**src/design/timing_controller_pkg.sv**
```systemverilog
package timing_controller_pkg;

    // ****************************************************************
    // I/O port addresses
    // ****************************************************************
    localparam logic [15:0] MONO_INDEX_ADDR  = 16'h03b4;
    localparam logic [15:0] MONO_DATA_ADDR   = 16'h03b5;
    localparam logic [15:0] COLOR_INDEX_ADDR = 16'h03d4;
    localparam logic [15:0] COLOR_DATA_ADDR  = 16'h03d5;

    // ****************************************************************
    // Register indices and fields
    // ****************************************************************
    localparam logic [6:0] IDX_HORIZ_TOTAL  = 7'h00;
    localparam logic [6:0] IDX_ACTIVE_END   = 7'h01;
    localparam logic [6:0] IDX_PROTECT_CTRL = 7'h11;
    localparam logic [6:0] IDX_GROUP0_LAST  = 7'h07;
    localparam int         PROTECT_BIT      = 7;
    localparam int         INDEX_RSVD_BIT   = 7;

    // ****************************************************************
    // Reset values
    // ****************************************************************
    localparam logic [6:0] INDEX_RESET      = 7'h00;
    localparam logic [7:0] HTOTAL_RESET     = 8'h00;
    localparam logic [7:0] ACTIVE_END_RESET = 8'h00;
    localparam logic       PROTECT_RESET    = 1'b0;
    localparam logic [7:0] RDATA_RESET      = 8'h00;

    // ****************************************************************
    // Timing constants
    // ****************************************************************
    localparam logic [8:0] HTOTAL_BIAS      = 9'h005;
    localparam logic [8:0] COUNT_RESET      = 9'h000;

    typedef struct packed {
        logic [7:0] total;
        logic [7:0] active_end;
    } htiming_cfg_s;

endpackage

```
**src/design/h_char_counter.sv**
```systemverilog
`timescale 1ns/1ps
module h_char_counter
    import timing_controller_pkg::*;
(
    input  wire logic         clk,
    input  wire logic         reset,
    input  wire htiming_cfg_s cfg,
    input  wire logic         centered_mode,
    input  wire logic         vertical_active,
    output logic [8:0]        count_ff,
    output logic              display_enable_ff,
    output logic              fetch_enable_ff,
    output logic              line_start_ff
);

    // ****************************************************************
    // Character counter and display enable
    // ****************************************************************
    // The last count is total plus four, so a line lasts total plus five clocks.
    wire logic [8:0] last_count = {1'b0, cfg.total} + HTOTAL_BIAS - 9'h001;
    // Compare with >= so a total shortened mid-line still wraps at once.
    wire logic       wrap       = (count_ff >= last_count);
    wire logic       run        = !centered_mode;
    wire logic [8:0] nxt_count  = (!run || wrap) ? COUNT_RESET : count_ff + 9'h001;
    logic            line_vact_ff;
    wire logic       nxt_vact   = wrap ? vertical_active : line_vact_ff;
    wire logic       nxt_de     = run && nxt_vact && (nxt_count <= {1'b0, cfg.active_end})
                                  && (nxt_count < last_count);
    wire logic       nxt_fetch  = run && (cfg.total != 8'h00);

    always_ff @(posedge clk or posedge reset) begin
        if (reset) begin
            count_ff          <= COUNT_RESET;
            line_vact_ff      <= 1'b0;
            display_enable_ff <= 1'b0;
            fetch_enable_ff   <= 1'b0;
            line_start_ff     <= 1'b0;
        end else begin
            count_ff          <= nxt_count;
            line_vact_ff      <= nxt_vact;
            display_enable_ff <= nxt_de;
            fetch_enable_ff   <= nxt_fetch;
            line_start_ff     <= run && wrap;
        end
    end

    // ****************************************************************
    // Checks
    // ****************************************************************
    a_count_wrap: assert property (@(posedge clk) disable iff (reset)
        (!centered_mode && count_ff >= last_count && $stable(cfg))
            |=> (count_ff == 9'h000))
        else $error("character counter did not wrap at total plus five");
    a_count_step: assert property (@(posedge clk) disable iff (reset)
        (!centered_mode && count_ff < last_count) |=> (count_ff == $past(count_ff) + 9'h001))
        else $error("character counter did not advance by one");
    a_de_bound: assert property (@(posedge clk) disable iff (reset)
        display_enable_ff |-> (count_ff <= {1'b0, $past(cfg.active_end)}))
        else $error("display enable past programmed end");
    a_de_not_last: assert property (@(posedge clk) disable iff (reset)
        (display_enable_ff && $stable(cfg)) |-> (count_ff != last_count))
        else $error("display enable on last character");
    a_de_line_start: assert property (@(posedge clk) disable iff (reset)
        (!centered_mode && wrap && vertical_active && cfg.total != 8'h00)
            |=> display_enable_ff)
        else $error("display enable missing at start of active line");
    a_fetch_stop: assert property (@(posedge clk) disable iff (reset)
        (cfg.total == 8'h00) |=> !fetch_enable_ff)
        else $error("fetch enabled with zero horizontal total");

endmodule // h_char_counter

```
**src/design/legacy_timing_controller_horiz_timing.sv**
```systemverilog
`timescale 1ns/1ps
// Summary of operation
// - Index register sits at 3B4h in mono emulation, 3D4h in color emulation.
// - Data port sits at 3B5h or 3D5h, chosen by the emulation select bit.
// - Index bits six to zero pick the register reached through the data port.
// - Index bit seven is reserved and always reads back as zero.
// - Protect bit blocks writes to timing registers zero through seven.
// - Only group zero protection exists; no other protection group acts.
// - Native modes use registers as timing; centered modes use them as image size.
// - A horizontal total of zero stops display data fetching.
// - Display enable rises at every line start within vertical active region.
// - Display enable falls at active end or horizontal total, whichever first.
// - Oversized active end keeps enable on for all but the last character.
module legacy_timing_controller_horiz_timing
    import timing_controller_pkg::*;
(
    input  wire logic        clk,
    input  wire logic        reset,
    input  wire logic        color_emulation,
    input  wire logic        centered_mode,
    input  wire logic        vertical_active,
    input  wire logic [15:0] io_addr,
    input  wire logic        io_wr,
    input  wire logic        io_rd,
    input  wire logic [7:0]  io_wdata,
    output logic      [7:0]  io_rdata_ff,
    output logic             io_rdata_valid_ff,
    output logic      [8:0]  h_count,
    output logic             h_display_enable,
    output logic             fetch_enable,
    output logic             line_start,
    output logic      [7:0]  image_total_ff,
    output logic      [7:0]  image_active_end_ff,
    output logic             write_protect_ff
);

    // ****************************************************************
    // Address decode
    // ****************************************************************
    function automatic logic port_match(input logic [15:0] addr,
                                        input logic        color,
                                        input logic        data_port);
        logic [15:0] base;
        base = color ? (data_port ? COLOR_DATA_ADDR : COLOR_INDEX_ADDR)
                     : (data_port ? MONO_DATA_ADDR  : MONO_INDEX_ADDR);
        return addr == base;
    endfunction

    logic [6:0] index_ff;
    logic [7:0] htotal_ff;
    logic [7:0] active_end_ff;

    wire logic index_hit = port_match(io_addr, color_emulation, 1'b0);
    wire logic data_hit  = port_match(io_addr, color_emulation, 1'b1);
    // Only indices up to seven fall in the protected group; nothing else is guarded.
    wire logic group0    = (index_ff <= IDX_GROUP0_LAST);
    wire logic data_wr   = io_wr && data_hit;
    wire logic g0_wr_ok  = data_wr && !(write_protect_ff && group0);
    wire logic wr_total  = g0_wr_ok && (index_ff == IDX_HORIZ_TOTAL);
    wire logic wr_end    = g0_wr_ok && (index_ff == IDX_ACTIVE_END);
    wire logic wr_prot   = data_wr && (index_ff == IDX_PROTECT_CTRL);

    wire logic [6:0] nxt_index      = (io_wr && index_hit) ? io_wdata[6:0] : index_ff;
    wire logic [7:0] nxt_htotal     = wr_total ? io_wdata : htotal_ff;
    wire logic [7:0] nxt_active_end = wr_end ? io_wdata : active_end_ff;
    wire logic       nxt_protect    = wr_prot ? io_wdata[PROTECT_BIT] : write_protect_ff;

    // ****************************************************************
    // Read path
    // ****************************************************************
    wire logic [7:0] data_value =
        (index_ff == IDX_HORIZ_TOTAL)  ? htotal_ff :
        (index_ff == IDX_ACTIVE_END)   ? active_end_ff :
        (index_ff == IDX_PROTECT_CTRL) ? {write_protect_ff, 7'h00} : 8'h00;
    wire logic       rd_hit    = io_rd && (index_hit || data_hit);
    // Reads of unmapped ports leave the last read data in place and give no valid.
    wire logic [7:0] nxt_rdata = !rd_hit ? io_rdata_ff :
                                 index_hit ? {1'b0, index_ff} : data_value;

    always_ff @(posedge clk or posedge reset) begin
        if (reset) begin
            index_ff          <= INDEX_RESET;
            htotal_ff         <= HTOTAL_RESET;
            active_end_ff     <= ACTIVE_END_RESET;
            write_protect_ff  <= PROTECT_RESET;
            io_rdata_ff       <= RDATA_RESET;
            io_rdata_valid_ff <= 1'b0;
        end else begin
            index_ff          <= nxt_index;
            htotal_ff         <= nxt_htotal;
            active_end_ff     <= nxt_active_end;
            write_protect_ff  <= nxt_protect;
            io_rdata_ff       <= nxt_rdata;
            io_rdata_valid_ff <= rd_hit;
        end
    end

    // ****************************************************************
    // Image size seen by the centering logic
    // ****************************************************************
    // In centered modes only these size values matter; the local counter is held.
    always_ff @(posedge clk or posedge reset) begin
        if (reset) begin
            image_total_ff      <= HTOTAL_RESET;
            image_active_end_ff <= ACTIVE_END_RESET;
        end else begin
            image_total_ff      <= htotal_ff;
            image_active_end_ff <= active_end_ff;
        end
    end

    // ****************************************************************
    // Horizontal timing
    // ****************************************************************
    wire htiming_cfg_s cfg = '{total: htotal_ff, active_end: active_end_ff};

    h_char_counter u_counter (
        .clk               (clk),
        .reset             (reset),
        .cfg               (cfg),
        .centered_mode     (centered_mode),
        .vertical_active   (vertical_active),
        .count_ff          (h_count),
        .display_enable_ff (h_display_enable),
        .fetch_enable_ff   (fetch_enable),
        .line_start_ff     (line_start)
    );

    // ****************************************************************
    // Checks
    // ****************************************************************
    a_protect_blocks: assert property (@(posedge clk) disable iff (reset)
        (data_wr && write_protect_ff && group0) |=> ($stable(htotal_ff) && $stable(active_end_ff)))
        else $error("protected register was written");
    a_index_top_zero: assert property (@(posedge clk) disable iff (reset)
        (io_rd && index_hit) |=> (io_rdata_valid_ff && !io_rdata_ff[INDEX_RSVD_BIT]))
        else $error("index reserved bit read as one");
    a_total_write: assert property (@(posedge clk) disable iff (reset)
        (data_wr && !write_protect_ff && index_ff == IDX_HORIZ_TOTAL)
            |=> (htotal_ff == $past(io_wdata)))
        else $error("horizontal total write lost");
    a_wrong_port: assert property (@(posedge clk) disable iff (reset)
        (io_wr && !data_hit) |=> ($stable(htotal_ff) && $stable(active_end_ff)))
        else $error("data write taken at wrong port");
    a_index_port: assert property (@(posedge clk) disable iff (reset)
        (io_wr && index_hit) |=> (index_ff == $past(io_wdata[6:0])))
        else $error("index write at selected port not taken");
    a_other_group: assert property (@(posedge clk) disable iff (reset)
        (data_wr && index_ff == IDX_PROTECT_CTRL)
            |=> (write_protect_ff == $past(io_wdata[PROTECT_BIT])))
        else $error("protection control write blocked");

    // ****************************************************************
    // Read path checks
    // ****************************************************************
    a_index_read: assert property (@(posedge clk) disable iff (reset)
        (io_rd && index_hit)
            |=> (io_rdata_ff == {1'b0, $past(index_ff)}))
        else $error("index read returned wrong value");
    a_total_read: assert property (@(posedge clk) disable iff (reset)
        (io_rd && data_hit && index_ff == IDX_HORIZ_TOTAL)
            |=> (io_rdata_ff == $past(htotal_ff)))
        else $error("horizontal total read returned wrong value");
    a_end_read: assert property (@(posedge clk) disable iff (reset)
        (io_rd && data_hit && index_ff == IDX_ACTIVE_END)
            |=> (io_rdata_ff == $past(active_end_ff)))
        else $error("active end read returned wrong value");
    a_protect_read: assert property (@(posedge clk) disable iff (reset)
        (io_rd && data_hit && index_ff == IDX_PROTECT_CTRL)
            |=> (io_rdata_ff == {$past(write_protect_ff), 7'h00}))
        else $error("protection control read returned wrong value");
    a_unmapped_zero: assert property (@(posedge clk) disable iff (reset)
        (io_rd && data_hit && index_ff != IDX_HORIZ_TOTAL && index_ff != IDX_ACTIVE_END
            && index_ff != IDX_PROTECT_CTRL) |=> (io_rdata_ff == 8'h00))
        else $error("unimplemented register read not zero");
    a_data_valid: assert property (@(posedge clk) disable iff (reset)
        (io_rd && data_hit)
            |=> io_rdata_valid_ff)
        else $error("data port read gave no valid");
    a_miss_no_valid: assert property (@(posedge clk) disable iff (reset)
        (!(io_rd && (index_hit || data_hit)))
            |=> !io_rdata_valid_ff)
        else $error("valid given without a read of a selected port");
    a_rdata_hold: assert property (@(posedge clk) disable iff (reset)
        (!(io_rd && (index_hit || data_hit)))
            |=> $stable(io_rdata_ff))
        else $error("read data changed without a read");

    // ****************************************************************
    // Write path checks
    // ****************************************************************
    a_end_write: assert property (@(posedge clk) disable iff (reset)
        (data_wr && !write_protect_ff && index_ff == IDX_ACTIVE_END)
            |=> (active_end_ff == $past(io_wdata)))
        else $error("active end write lost");
    a_end_protect: assert property (@(posedge clk) disable iff (reset)
        (data_wr && write_protect_ff && index_ff == IDX_ACTIVE_END)
            |=> $stable(active_end_ff))
        else $error("protected active end was written");
    a_index_hold: assert property (@(posedge clk) disable iff (reset)
        (!(io_wr && index_hit))
            |=> $stable(index_ff))
        else $error("index changed without an index port write");
    a_total_hold: assert property (@(posedge clk) disable iff (reset)
        (!(data_wr && index_ff == IDX_HORIZ_TOTAL))
            |=> $stable(htotal_ff))
        else $error("horizontal total changed without a write");
    a_end_hold: assert property (@(posedge clk) disable iff (reset)
        (!(data_wr && index_ff == IDX_ACTIVE_END))
            |=> $stable(active_end_ff))
        else $error("active end changed without a write");
    a_protect_hold: assert property (@(posedge clk) disable iff (reset)
        (!(data_wr && index_ff == IDX_PROTECT_CTRL))
            |=> $stable(write_protect_ff))
        else $error("protect bit changed without a write");
    a_image_copy: assert property (@(posedge clk) disable iff (reset)
        (image_total_ff == $past(htotal_ff))
            && (image_active_end_ff == $past(active_end_ff)))
        else $error("image size copy out of step");

endmodule // legacy_timing_controller_horiz_timing

```
**config.mk**
```make
export PLATFORM = sky130hd
export DESIGN_NAME = legacy_timing_controller_horiz_timing
export DESIGN_NICKNAME = d
export VERILOG_FILES = /design/src/design/timing_controller_pkg.sv /design/src/design/h_char_counter.sv /design/src/design/legacy_timing_controller_horiz_timing.sv
export SDC_FILE = /design/constraint.sdc
export NUM_CORES = 1
export LEC_CHECK = 0
export BUFFER_PORTS_ARGS = -buffer_cell sky130_fd_sc_hd__buf_2
export CORE_MARGIN = 2
export CORE_UTILIZATION = 25
export DETAILED_ROUTE_END_ITERATION = 7
export PLACE_DENSITY_LB_ADDON = 0.05
export SETUP_SLACK_MARGIN = 0.5
export SYNTH_ARGS = -nofsm -noshare
export SYNTH_HDL_FRONTEND = slang
export SYNTH_SLANG_ARGS = --single-unit
```
**constraint.sdc**
```tcl
create_clock -name clk -period 7.7 [get_ports clk]
set_input_delay 1.155 -clock clk [delete_from_list [all_inputs] [get_ports clk]]
set_output_delay 1.155 -clock clk [all_outputs]
set_load 0.02 [all_outputs]
```
==> flow_metrics.py <==
metrics = {
    "clocking": {
        "clk_path_buf_depth": 2,
        "h-tree-depth": 3,
        "cts_tree": "yes",
        "cts_setup_buffers": 0,
        "clk_pin_slew_ps": 60,
        "clockRootBuffer": "clkbuf_16",
        "ctsResizeCount": 0,
        "cts.sinks": 62,
        "cts_made_buffers": 9,
        "clkLatencyLatePin_ps": 330,
        "postCtsHoldBufs": 0,
    },
    "power": {
        "power.share.combinational_pct": 7.8,
        "swShare_pct": 23.8,
        "ir_worst_vdd_mv": 0.104,
        "power_density_mw_per_mm2": 211,
        "p_switching_uw": 204,
        "p_seq_share_pct": 39.5,
        "pwr-share-clk_pct": 52.8,
        "leakagePower_uw": 0.00204,
        "power_uw": 857,
        "power.internal_uw": 653,
    },
    "setup_path": {
        "arrival_ps": 4170,
        "rr_worst_depth": 14,
        "worstPathRequired_ps": 7900,
        "critPathLaunchType": "register",
        "critical_path_class": "reg -> reg",
        "crit_path_end_kind": "register",
        "crit_fanout": 9,
        "ff2ff_setup_slack_ps": 3730,
        "reg2reg_from": "htotal_ff[2]",
        "r2r-end": "u_counter.display_enable_ff",
    },
    "timing": {
        "worstMarginPinSlew_ps": 836,
        "hold_viol_final": 0,
        "period_share_pct": 51.6,
        "fin_skew_ps": 7.71,
        "slew_violations": 0,
        "fin_ws_ps": 3730,
        "rsz0062_at_grt": "no",
        "max_slew_margin_pct": 44.3,
        "max_freq_mhz": 252,
        "post-route-min-period_ps": 3970,
        "finalSetupViolCount": 0,
        "fin_setup_tns_ps": 0,
    },
    "synthesis": {
        "synth_fa_ha_area_share_pct": 10.2,
        "synth-edff-count": 0,
        "synth_area_mm2": 0.00319,
        "synthTopCellsByArea": "dfrtp_1 49%, ha_1 10%, mux2_2 7.1%",
        "synth_warnings": 0,
        "synth.largest_area_cell": "dfrtp_1",
        "muxShareOfSynthArea_pct": 10.7,
        "synth_fp_nets": 342,
        "netlist_instances": 285,
        "ys_types": 46,
        "ys_seq_elements": 62,
        "synth_top_area_share_pct": 48.6,
        "synthSimpleGateAreaFrac_pct": 13.8,
        "synth_xor_area_share_pct": 3.29,
        "synth_compound_area_share_pct": 10.2,
        "async_reset_ff_share_pct": 100,
        "synthFlopType": "dfrtp_1",
        "ys_seq_area_share_pct": 48.6,
        "syn_avg_cell_area_um2": 11.2,
        "synth_top_family_by_area": "simple AND/OR/NAND/NOR gates",
    },
    "detailed_routing": {
        "met2_length_um": 3460,
        "num_vias": 2374,
        "drtAntennaViolNets": 0,
        "firstDrtPassIters": 4,
        "avgViaCountPerCell": 4.42,
        "wl_met3_um": 363,
        "drt_iter0_markers": 81,
        "drc": 0,
        "m1WireLength_um": 4600,
        "dr.max_layer_used": "met4",
        "routedWlPerCell_um": 16.0,
        "wirelength_um": 8610,
    },
    "die": {
        "num_rows": 41,
        "die-area_mm2": 0.0137,
        "io_pins": 69,
        "die_h_um": 117,
        "die_w_um": 117,
        "core_mm2": 0.0125,
        "start_util_pct": 25.5,
    },
    "place": {
        "dpl_worst_slack_ps": 3770,
        "place_hpwl_um": 6380,
        "portBuffers": 68,
        "gp_congestion": 0.794,
        "dpl_cell_area_mm2": 0.00373,
    },
    "finish": {
        "antenna_cells": 0,
        "mostFrequentLayoutCells": "68 x buf_2, 62 x dfrtp_1, 26 x ha_1, 25 x nor2_1, 20 x mux2_2",
        "nNetsFinal": 417,
        "drive_above_1_share_pct": 32.1,
        "fin_util_pct": 32.4,
        "seqCellArea_mm2": 0.00155,
        "multiInputGateArea_mm2": 0.00154,
        "fin_area_mm2": 0.00406,
        "fillCellCount": 1331,
        "final_common_cell": "buf_2",
        "area_growth_pct": 27.3,
    },
    "global_route": {
        "grt_max_degree": 63,
        "grt_overflow_total": 0,
        "gr-usage-all-layers_pct": 13.6,
        "grt_pass1_vias": 2334,
        "grt_pass1_wl_um": 13400,
        "antenna_found_initial": 0,
    },
    "flow_run": {
        "cap_violations": 0,
    },
    "status": {
        "status": "completed",
    },
    "worst_hold_path": {
        "hold_start": "active_end_ff[1]",
        "min_path_type": "reg -> reg",
        "min_delay_worst_endpoint": "image_active_end_ff[1]",
        "hold_path_depth": 0,
    },
}
-- sequential cells by signal, summed over array words and instances (netlist names), 7 cells and up --
register	flops
image_active_end_ff	8
io_rdata_ff	8
u_counter.count_ff	9
image_total_ff	8
index_ff	7
active_end_ff	8
htotal_ff	8
-- area by class of cell --
type | instances | share of cell area (%)
flip-flops and latches | 62 | 38.2
multi-input cells | 198 | 37.8
repair buffers | 70 | 8.75
clock buffers | 10 | 5.88
well taps | 172 | 5.30
clock inverters | 6 | 2.28
inverters | 19 | 1.76
-- cells by family (layout without fill, tap and decap cells) --
group | count (synthesis) | after routing
compound gates | 49 | 49
xor+xnor | 12 | 12
mux | 30 | 30
simple gates | 81 | 81
fa+ha+maj | 26 | 26
flops | 62 | 62
buf+inv | 25 | 105
-- metrics by stage --
| step | instances | hold slack, ps |
|---|---|---|
| 2_1_floorplan | 285 | 389 |
| 3_3_place_gp | 521 | 431 |
| 3_5_place_dp | 521 | 435 |
| 4_1_cts | 537 | 454 |
| 5_1_grt | 537 | 483 |
| 6_report | 537 | 444 |
-- worst max path at each step --
| stage | from | to | depth (start not counted) |
|---|---|---|---|
| global placement | htotal_ff[2] | u_counter.display_enable_ff | 14 |
| floorplan | htotal_ff[2] | u_counter.display_enable_ff | 13 |
| CTS | htotal_ff[2] | u_counter.display_enable_ff | 14 |
| finish | htotal_ff[2] | u_counter.display_enable_ff | 14 |
| detailed placement | htotal_ff[2] | u_counter.display_enable_ff | 14 |
| global route | htotal_ff[2] | u_counter.display_enable_ff | 13 |
-- worst max-delay path, cell delays in order, from the launching register on --
cell and delay (ps):
dfrtp_1 490, ha_1 290, xnor2_1 260, ha_1 300, and3_1 200, a221oi_1 360
o21ai_2 190, nor2_1 300, ha_1 320, a21o_1 180, a21o_1 190, a21oi_1 140
o22a_1 150, o31ai_1 70, a2111oi_0 400
-- synth_stat cells, drive strengths merged, types with 3 or more instances --
cell / instances
nand3: 15
and2: 3
nand4: 6
and3: 5
a211oi: 3
xnor2: 6
o211ai: 3
o21ai: 8
a31oi: 3
xor2: 6
inv: 19
ha: 26
dfrtp: 62
nor2: 25
mux2i: 7
mux2: 23
nor3: 8
a21o: 3
clkbuf: 4
nand2: 7
a21oi: 18
-- power by group through the flow --
stage / Clock [uW] / Combinational [uW] / Sequential [uW]
5_1_grt: 482 / 77.3 / 339
2_1_floorplan: 0 / 34.7 / 348
6_report: 452 / 66.5 / 338
3_3_place_gp: 0 / 69.6 / 345
3_5_place_dp: 0 / 67.8 / 344
4_1_cts: 463 / 68.4 / 338
-- routing by layer --
metal,vias to the layer above,GRT usage [%]
li1,1185,-
met3,16,3.24
met1,1109,20.5
met2,64,18.2
met4,0,6.43
met5,-,0
Note: power is estimated with default switching activity, not from simulation.
